<file path="config.mk">
export PLATFORM = sky130hd
export DESIGN_NAME = local_bus_sep_strobe_port
export DESIGN_NICKNAME = d
export VERILOG_FILES = /design/src/lbus_pkg.sv /design/src/local_bus_sep_strobe_port.sv
export VERILOG_INCLUDE_DIRS = /design/src /design/src/src
export SDC_FILE = /design/constraint.sdc
export NUM_CORES = 1
export LEC_CHECK = 0
export ABC_AREA = 1
export BUFFER_PORTS_ARGS = -buffer_cell sky130_fd_sc_hd__buf_2
export CORE_MARGIN = 8
export CORE_UTILIZATION = 25
export DETAILED_ROUTE_END_ITERATION = 16
export PLACE_DENSITY = 0.43
export SYNTH_ARGS = -nofsm -noshare
export SYNTH_HDL_FRONTEND = slang
export SYNTH_SLANG_ARGS = --single-unit
</file>
<file path="constraint.sdc">
create_clock -name clk_sys_i -period 2.35 [get_ports clk_sys_i]
set_clock_uncertainty 0.2 [all_clocks]
set_input_delay 0.3525 -clock clk_sys_i [delete_from_list [all_inputs] [get_ports clk_sys_i]]
set_output_delay 0.3525 -clock clk_sys_i [all_outputs]
set_load 0.02 [all_outputs]
</file>
<file path="src/lbus_params.svh">
`ifndef LBUS_PARAMS_SVH
`define LBUS_PARAMS_SVH
// widths
`define OFF_W 15
`define SADR_W 12
`define CNT_W 8
// timer defaults in clk_sys_i cycles
`define LAT_CYC_DEF 8'h10
`define WAIT_CYC_DEF 8'h20
// page field offset[14:13]
`define PAGE_0 2'h0
`define PAGE_1 2'h1
`define PAGE_2 2'h2
`define PAGE_BAD 2'h3
// active-low byte enable codes
`define BE_B0 4'hE
`define BE_B1 4'hD
`define BE_B2 4'hB
`define BE_B3 4'h7
`define BE_LO 4'hC
`define BE_HI 4'h3
`endif

</file>
<file path="src/lbus_pkg.sv">
`include "lbus_params.svh"
package lbus_pkg;
  typedef struct packed {
    logic cs_n;
    logic rd_n;
    logic wr_n;
    logic rdy_n;
    logic hlda;
    logic [12:0] addr;
    logic [15:0] data;
  } pin_in_t;
  typedef struct packed {
    logic write;
    logic [`OFF_W-1:0] off;
    logic [3:0] be_n;
    logic [31:0] wdata;
  } mreq_t;
  typedef struct packed {
    logic ok;
    logic [1:0] la;
    logic bhe_n;
    logic hi;
    logic wide;
  } be_map_t;
  typedef enum logic [3:0] {
    S_IDLE = 4'b0001, S_ACC = 4'b0010, S_RDY = 4'b0100, S_END = 4'b1000
  } slave_state_t;
  typedef enum logic [4:0] {
    M_IDLE = 5'b00001, M_HOLD = 5'b00010, M_ADDR = 5'b00100,
    M_STRB = 5'b01000, M_DONE = 5'b10000
  } master_state_t;
endpackage : lbus_pkg

</file>
<file path="src/local_bus_sep_strobe_port.sv">
`timescale 1ns/1ps
`include "lbus_params.svh"
// Behaviour
// - local clock output is the system clock fed straight through.
// - master cycles only run while local_master_enable is set.
// - second window disabled from reset until its enable bit is set.
// - offset pages 0/1/2 select cs1, cs2, both; page 3 invalid.
// - slave accesses are 16-bit, address from lines 12:1, data 15:0.
// - device drives read data after register access and pulls ready low in the same cycle.
// - strobe release: data tri-stated, ready high; ready tri-stated on select release.
// - back-to-back slave cycles allowed with slave select held low.
// - each valid window hit starts arbitration by raising hold request.
// - on hold acknowledge, latency timer starts and master cycle begins.
// - hold stays up while the cycle runs or latency timer unexpired.
// - master presents address, byte-high-enable, chip selects, then strobe.
// - master cycle ends on ready low or wait-state timer expiry.
// - 8-bit mode: single bytes map to address 00..11, low lane, bhe high.
// - illegal byte enables on an enabled window hit run no cycle and raise an access error.
module local_bus_sep_strobe_port import lbus_pkg::*; #(
  parameter logic [`CNT_W-1:0] LAT_CYC = `LAT_CYC_DEF,
  parameter logic [`CNT_W-1:0] WAIT_CYC = `WAIT_CYC_DEF
) (
  // clock and reset
  input wire logic clk_sys_i,
  input wire logic rstn_i,
  // configuration
  input wire logic local_master_enable_i,
  input wire logic second_window_enable_i,
  input wire logic port_16bit_i,
  // pci side single access
  input wire logic pci_req_valid_i,
  output logic pci_req_ready_o,
  input wire logic pci_window_hit_i,
  input wire logic pci_write_i,
  input wire logic [`OFF_W-1:0] pci_offset_i,
  input wire logic [3:0] pci_be_n_i,
  input wire logic [31:0] pci_wdata_i,
  output logic pci_rsp_valid_o,
  output logic pci_rsp_err_o,
  output logic pci_rsp_timeout_o,
  output logic [31:0] pci_rdata_o,
  output logic access_error_o,
  // internal register port
  output logic reg_rd_o,
  output logic reg_wr_o,
  output logic [`SADR_W-1:0] reg_addr_o,
  output logic [15:0] reg_wdata_o,
  input wire logic [15:0] reg_rdata_i,
  input wire logic reg_ack_i,
  // local bus pins
  output logic local_clock_out_o,
  input wire logic slave_chip_select_n_i,
  input wire logic read_strobe_n_i,
  output logic read_strobe_n_o,
  output logic read_strobe_n_oe_o,
  input wire logic write_strobe_n_i,
  output logic write_strobe_n_o,
  output logic write_strobe_n_oe_o,
  input wire logic local_ready_n_i,
  output logic local_ready_n_o,
  output logic local_ready_n_oe_o,
  input wire logic [12:0] local_address_i,
  output logic [12:0] local_address_o,
  output logic local_address_oe_o,
  input wire logic [15:0] local_data_i,
  output logic [15:0] local_data_o,
  output logic local_data_oe_o,
  output logic hold_request_o,
  input wire logic hold_acknowledge_i,
  output logic byte_high_enable_n_o,
  output logic page_chip_select_1_n_o,
  output logic page_chip_select_2_n_o
);

  assign local_clock_out_o = clk_sys_i;

  // ==========================================================
  // pin synchronisers
  pin_in_t pin_now;
  pin_in_t sync1_reg;
  pin_in_t sync2_reg;
  assign pin_now = '{cs_n: slave_chip_select_n_i, rd_n: read_strobe_n_i,
                     wr_n: write_strobe_n_i, rdy_n: local_ready_n_i,
                     hlda: hold_acknowledge_i, addr: local_address_i,
                     data: local_data_i};
  always_ff @(posedge clk_sys_i or negedge rstn_i) begin
    if (!rstn_i) begin
      sync1_reg <= '1;
      sync2_reg <= '1;
    end else begin
      sync1_reg <= pin_now;
      sync2_reg <= sync1_reg;
    end
  end

  // ==========================================================
  // slave port
  slave_state_t s_reg, s_next;
  logic s_rd_reg, s_rd_next;
  logic rrd_reg, rrd_next;
  logic rwr_reg, rwr_next;
  logic [`SADR_W-1:0] radr_reg, radr_next;
  logic [15:0] rwd_reg, rwd_next;
  logic [15:0] sdo_reg, sdo_next;
  logic s_doe;

  always_comb begin
    s_next = s_reg;
    s_rd_next = s_rd_reg;
    rrd_next = 1'b0;
    rwr_next = 1'b0;
    radr_next = radr_reg;
    rwd_next = rwd_reg;
    sdo_next = sdo_reg;
    case (s_reg)
      S_IDLE: begin
        // exactly one strobe under a held select starts a cycle
        if (!sync2_reg.cs_n && (sync2_reg.rd_n != sync2_reg.wr_n)) begin
          s_rd_next = !sync2_reg.rd_n;
          rrd_next = !sync2_reg.rd_n;
          rwr_next = !sync2_reg.wr_n;
          radr_next = sync2_reg.addr[12:1];
          rwd_next = sync2_reg.data;
          s_next = S_ACC;
        end
      end
      S_ACC: begin
        if (reg_ack_i) begin
          sdo_next = reg_rdata_i;
          s_next = S_RDY;
        end
      end
      S_RDY: begin
        if (sync2_reg.cs_n || (sync2_reg.rd_n && sync2_reg.wr_n)) begin
          s_next = S_END;
        end
      end
      S_END: s_next = S_IDLE;
      default: s_next = S_IDLE;
    endcase
  end

  always_ff @(posedge clk_sys_i or negedge rstn_i) begin
    if (!rstn_i) begin
      s_reg <= S_IDLE;
      s_rd_reg <= 1'b0;
      rrd_reg <= 1'b0;
      rwr_reg <= 1'b0;
      radr_reg <= '0;
      rwd_reg <= '0;
      sdo_reg <= '0;
    end else begin
      s_reg <= s_next;
      s_rd_reg <= s_rd_next;
      rrd_reg <= rrd_next;
      rwr_reg <= rwr_next;
      radr_reg <= radr_next;
      rwd_reg <= rwd_next;
      sdo_reg <= sdo_next;
    end
  end

  assign reg_rd_o = rrd_reg;
  assign reg_wr_o = rwr_reg;
  assign reg_addr_o = radr_reg;
  assign reg_wdata_o = rwd_reg;
  assign s_doe = (s_reg == S_RDY) && s_rd_reg;
  assign local_ready_n_o = (s_reg != S_RDY);
  assign local_ready_n_oe_o = !sync2_reg.cs_n;

  // ==========================================================
  // master port
  function automatic be_map_t be_map(input logic [3:0] be_n, input logic w16);
    be_map_t m;
    m = '{ok: 1'b1, la: 2'h0, bhe_n: 1'b1, hi: 1'b0, wide: 1'b0};
    case (be_n)
      `BE_B0: m.la = 2'h0;
      `BE_B1: m.la = 2'h1;
      `BE_B2: m.la = 2'h2;
      `BE_B3: m.la = 2'h3;
      `BE_LO: m.wide = 1'b1;
      `BE_HI: begin
        m.wide = 1'b1;
        m.la = 2'h2;
      end
      default: m.ok = 1'b0;
    endcase
    if (!w16) begin
      m.ok = m.ok && !m.wide;
    end else begin
      m.hi = m.la[0] && !m.wide;
      m.bhe_n = !(m.la[0] || m.wide);
    end
    return m;
  endfunction : be_map

  master_state_t m_reg, m_next;
  mreq_t mreq_reg, mreq_next;
  be_map_t map_now, map_reg, map_next;
  logic [`CNT_W-1:0] lat_reg, lat_next;
  logic [`CNT_W-1:0] wait_reg, wait_next;
  logic [12:0] la_reg, la_next;
  logic [15:0] ldo_reg, ldo_next;
  logic bhe_n_reg, bhe_n_next;
  logic cs1_n_reg, cs1_n_next;
  logic cs2_n_reg, cs2_n_next;
  logic rd_n_reg, rd_n_next;
  logic wr_n_reg, wr_n_next;
  logic rsp_reg, rsp_next;
  logic err_reg, err_next;
  logic tmo_reg, tmo_next;
  logic irq_reg, irq_next;
  logic [31:0] rdata_reg, rdata_next;
  logic gate_ok;
  logic [7:0] wbyte;
  logic [7:0] rbyte;

  assign map_now = be_map(pci_be_n_i, port_16bit_i);
  assign gate_ok = pci_window_hit_i && second_window_enable_i && local_master_enable_i;
  assign wbyte = mreq_reg.wdata[{map_reg.la, 3'h0} +: 8];
  assign rbyte = map_reg.hi ? sync2_reg.data[15:8] : sync2_reg.data[7:0];

  always_comb begin
    m_next = m_reg;
    mreq_next = mreq_reg;
    map_next = map_reg;
    lat_next = (lat_reg != '0) ? lat_reg - 1'b1 : lat_reg;
    wait_next = wait_reg;
    la_next = la_reg;
    ldo_next = ldo_reg;
    bhe_n_next = bhe_n_reg;
    cs1_n_next = cs1_n_reg;
    cs2_n_next = cs2_n_reg;
    rd_n_next = rd_n_reg;
    wr_n_next = wr_n_reg;
    rsp_next = 1'b0;
    err_next = err_reg;
    tmo_next = tmo_reg;
    irq_next = 1'b0;
    rdata_next = rdata_reg;
    case (m_reg)
      M_IDLE: begin
        if (pci_req_valid_i) begin
          mreq_next = '{write: pci_write_i, off: pci_offset_i, be_n: pci_be_n_i,
                        wdata: pci_wdata_i};
          map_next = map_now;
          tmo_next = 1'b0;
          if (!gate_ok) begin
            rsp_next = 1'b1;
            err_next = 1'b1;
          end else if (!map_now.ok || pci_offset_i[14:13] == `PAGE_BAD) begin
            rsp_next = 1'b1;
            err_next = 1'b1;
            irq_next = 1'b1;
          end else begin
            err_next = 1'b0;
            m_next = M_HOLD;
          end
        end
      end
      M_HOLD: begin
        if (sync2_reg.hlda) begin
          lat_next = LAT_CYC;
          la_next = {mreq_reg.off[12:2], map_reg.la};
          bhe_n_next = map_reg.bhe_n;
          cs1_n_next = !(mreq_reg.off[14:13] != `PAGE_1);
          cs2_n_next = !(mreq_reg.off[14:13] != `PAGE_0);
          if (map_reg.wide) begin
            ldo_next = map_reg.la[1] ? mreq_reg.wdata[31:16] : mreq_reg.wdata[15:0];
          end else begin
            ldo_next = map_reg.hi ? {wbyte, 8'h00} : {8'h00, wbyte};
          end
          m_next = M_ADDR;
        end
      end
      M_ADDR: begin
        rd_n_next = mreq_reg.write;
        wr_n_next = !mreq_reg.write;
        wait_next = WAIT_CYC;
        m_next = M_STRB;
      end
      M_STRB: begin
        if (!sync2_reg.rdy_n || wait_reg == '0) begin
          rd_n_next = 1'b1;
          wr_n_next = 1'b1;
          rsp_next = 1'b1;
          tmo_next = sync2_reg.rdy_n;
          rdata_next = map_reg.wide ? {2{sync2_reg.data}} : {4{rbyte}};
          m_next = M_DONE;
        end else begin
          wait_next = wait_reg - 1'b1;
        end
      end
      M_DONE: begin
        cs1_n_next = 1'b1;
        cs2_n_next = 1'b1;
        bhe_n_next = 1'b1;
        // bus is kept until the latency window closes
        if (lat_reg == '0) begin
          m_next = M_IDLE;
        end
      end
      default: m_next = M_IDLE;
    endcase
  end

  always_ff @(posedge clk_sys_i or negedge rstn_i) begin
    if (!rstn_i) begin
      m_reg <= M_IDLE;
      mreq_reg <= '0;
      map_reg <= '0;
      lat_reg <= '0;
      wait_reg <= '0;
      la_reg <= '0;
      ldo_reg <= '0;
      bhe_n_reg <= 1'b1;
      cs1_n_reg <= 1'b1;
      cs2_n_reg <= 1'b1;
      rd_n_reg <= 1'b1;
      wr_n_reg <= 1'b1;
      rsp_reg <= 1'b0;
      err_reg <= 1'b0;
      tmo_reg <= 1'b0;
      irq_reg <= 1'b0;
      rdata_reg <= '0;
    end else begin
      m_reg <= m_next;
      mreq_reg <= mreq_next;
      map_reg <= map_next;
      lat_reg <= lat_next;
      wait_reg <= wait_next;
      la_reg <= la_next;
      ldo_reg <= ldo_next;
      bhe_n_reg <= bhe_n_next;
      cs1_n_reg <= cs1_n_next;
      cs2_n_reg <= cs2_n_next;
      rd_n_reg <= rd_n_next;
      wr_n_reg <= wr_n_next;
      rsp_reg <= rsp_next;
      err_reg <= err_next;
      tmo_reg <= tmo_next;
      irq_reg <= irq_next;
      rdata_reg <= rdata_next;
    end
  end

  logic m_bus;
  assign m_bus = (m_reg == M_ADDR) || (m_reg == M_STRB);
  assign pci_req_ready_o = (m_reg == M_IDLE);
  assign pci_rsp_valid_o = rsp_reg;
  assign pci_rsp_err_o = err_reg;
  assign pci_rsp_timeout_o = tmo_reg;
  assign pci_rdata_o = rdata_reg;
  assign access_error_o = irq_reg;
  assign hold_request_o = (m_reg != M_IDLE);
  assign local_address_o = la_reg;
  assign local_address_oe_o = m_bus;
  assign read_strobe_n_o = rd_n_reg;
  assign write_strobe_n_o = wr_n_reg;
  assign read_strobe_n_oe_o = m_bus;
  assign write_strobe_n_oe_o = m_bus;
  assign byte_high_enable_n_o = bhe_n_reg;
  assign page_chip_select_1_n_o = cs1_n_reg;
  assign page_chip_select_2_n_o = cs2_n_reg;
  assign local_data_o = m_bus ? ldo_reg : sdo_reg;
  assign local_data_oe_o = (m_bus && mreq_reg.write) || s_doe;
endmodule : local_bus_sep_strobe_port

</file>
==> impl_metrics.toml <==
[place]
gpl.final_weighted_congestion = 0.732
numPortBuffers = 215
dp_slack_ns = 0.101
dp_hpwl_um = 19700

[logic_synthesis]
syn_area_per_cell_um2 = 9.60
synthMuxAreaShare_pct = 1.83
synth_simple_gate_area_share_pct = 16.9
ys_warn_count = 0
synth.distinct_cells = 34
ys_ff_latch = 243
syn_area_um2 = 9840
synthAdderAreaFrac_pct = 0.636
syn-num-nets = 1140
yosys.area_share.xor_xnor_pct = 0.712
seq_area_frac_synth_pct = 62.7
synth_top_family_by_area = "simple AND/OR/NAND/NOR gates"
synthCells = 1025
synth_compound_gate_area_share_pct = 9.82

[sta]
relSlewSlack_pct = 44.3
fin_ws_ns = -0.311
period_share_pct = 113
timing.fmax_ghz = 0.376
drv_slew = 0
rsz0062_at_grt = "true"
hold_viol = 0
holdWs_ns = 0.0194
period_minus_slack_ns = 2.66
tightest_slew_ns = 0.835
setup-violations-final = 20

[drt]
drt_iter0_drc = 292
drt-wirelength-per-cell_um = 15.4
drt_pass1_iterations = 4
drc_errors = 0
ant_nets = 0
vias = 7870
drt-vias-per-instance = 4.12
routed_wl_um = 29400

[worst_setup_path]
cp_num_cells = 7
path_buf_inv = 3
r2r_cells = 14
crit_family = "simple AND/OR/NAND/NOR gates"
worstSetupStartpointType = "flop"
cp_slowest_cell = "dfrtp_1"
required_ns = 1.80
arrival_ns = 2.11
reg2reg_slack_ns = 0.14
timing.rr.start = "m_reg[1]"
worst-setup-path-type = "reg -> out"
crit_path_max_fanout = 8
crit_chain = "nor2_4, nand4_1, nand2_4, inv_8, buf_16, o21ai_4, buf_6"
regToRegEndpoint = "wait_reg[7]"
critPathCapture = "local_data_o[1]"
cp_slowest_stage_delay_ns = 0.40
crit_start = "m_reg[1]"
end_kind = "primary output"

[grt]
grt-ovfl-total = 0
use_met3_pct = 2.95
met1_usage_pct = 15.5
grt_pass1_wl_um = 46900
grt.met2_usage_pct = 21.5
grt_pass1_vias = 8379
top_usage_layer = "met2"
grt_max_degree = 55
grt_usage_pct = 12.7
antenna_found_initial = 1

[finish]
fillCellCount = 3975
fin_nets = 1481
layout_common_cells = "310 x nand2_1, 192 x buf_2, 169 x dfrtp_1"
syn2layout_area_growth_pct = 44.8
final_common_cell = "nand2_1"
drive_gt1_share_pct = 33.0
largest_reg_flops = 46
multi_input_area_um2 = 3120
regArea_um2 = 6170

[floorplanning]
initial_core_util_pct = 25.4
die_h_um = 214
rows = 72
die_w_um = 214
ios = 219
core_area_um2 = 38700
dieArea_um2 = 46000

[power]
power.density_nw_per_um2 = 1270
leakage_nw = 7.16
vdd_drop_max_v = 0.000648

[job]
drv_cap = 0

[clock_tree]
insertion_delay_ns = 0.66
path_clk_slew_ns = 0.06
cts_tree = "built"

[run_status]
status = "finished with violations"
violations = "negative setup slack"

[worst_hold_path]
hp-class = "in -> async"
cell type report:
class / instances / area share, %
Sequential cell: 243 / 43.3
Multi-Input combinational cell: 619 / 21.9
Timing Repair Buffer: 362 / 19.4
Clock buffer: 51 / 7.20
Tap cell: 518 / 4.55
Inverter: 106 / 2.89
Clock inverter: 9 / 0.755
Antenna cell: 2 / 0.0351
worst reg2reg max path, cell delays in order, from the launching register on:
cell	delay (ns)
dfrtp_1	0.40
nor2_4	0.17
nand4_1	0.18
buf_4	0.19
buf_6	0.10
buf_6	0.10
buf_6	0.10
buf_6	0.10
buf_6	0.10
buf_6	0.11
inv_4	0.05
nor2_4	0.06
inv_4	0.11
nand3_1	0.07
o21ai_0	0.08
cells by family after synthesis:
kind of cell             Yosys count
buffers and inverters            163
XOR/XNOR                           8
AO/OA/AOI/OAI                    177
AND/OR/NAND/NOR                  413
multiplexers                      16
flip-flops                       243
adder cells (fa/ha/maj)            5
through the flow:
stage          instance area (um^2)  cells  setup TNS [ns]  total power, mW  util, %
3_3_place_gp                  11500   1720               0             12.3     29.6
2_1_floorplan                  9840   1025               0             10.4        -
5_1_grt                       14200   1909           -7.73             19.5     36.8
3_5_place_dp                  11500   1720               0             12.4     29.6
4_1_cts                       14100   1906           -7.39             18.2     36.3
6_report                      14300   1910           -5.36             18.1     36.8
how the worst min path moves through the flow:
stage	slack, ns	end	cells past startpoint	startpoint
finish	0.02	mreq_reg[26]	2	rstn_i
global placement	0.12	mreq_reg[26]	1	rstn_i
detailed placement	0.13	mreq_reg[26]	1	rstn_i
CTS	0.002	mreq_reg[26]	2	rstn_i
floorplan	-0.14	access_error_o	0	rstn_i
global route	0.02	mreq_reg[26]	2	rstn_i
layer usage:
| layer | up-vias | wire length (um) |
|---|---|---|
| met2 | 163 | 14200 |
| met3 | 38 | 1550 |
| met1 | 3744 | 13000 |
| li1 | 3925 | - |
| met4 | 0 | 639 |
| met5 | - | 0 |
power breakdown:
part	switching, mW	total, mW	internal, mW	leakage, nW
sequential	0.836	6.52	5.68	2.91
clock	1.85	5.05	3.20	0.562
combinational	4.05	6.53	2.47	3.68
synth_stat cells (all sizes together):
cell	instances	share of area (%)
a21boi	7	0.53
and2	1	0.064
nand3	24	1.4
o31ai	3	0.23
ha	5	0.64
nand2	321	12
inv	106	4.0
dfrtp	170	43
nor3	4	0.31
buf	37	2.6
nor2	54	2.2
or2	4	0.25
mux2	16	1.8
a22oi	16	1.2
xnor2	1	0.089
nand4	4	0.32
o21ai	123	6.3
o211ai	1	0.076
dfstp	73	19
a211oi	1	0.13
clkbuf	20	0.76
o22ai	1	0.064
xor2	7	0.62
nor4	1	0.13
a21oi	25	1.3
what timing repair did:
action                                  in CTS  in global routing
hold buffers                               109                  0
resized for setup                           83                 43
buffers inserted                            16                  5
endpoints found under the setup margin      23                 34
hold endpoints to repair                   277                  0
cloned                                       2                  2
pin swaps                                    5                  5
(Power assumes the default switching activity.)
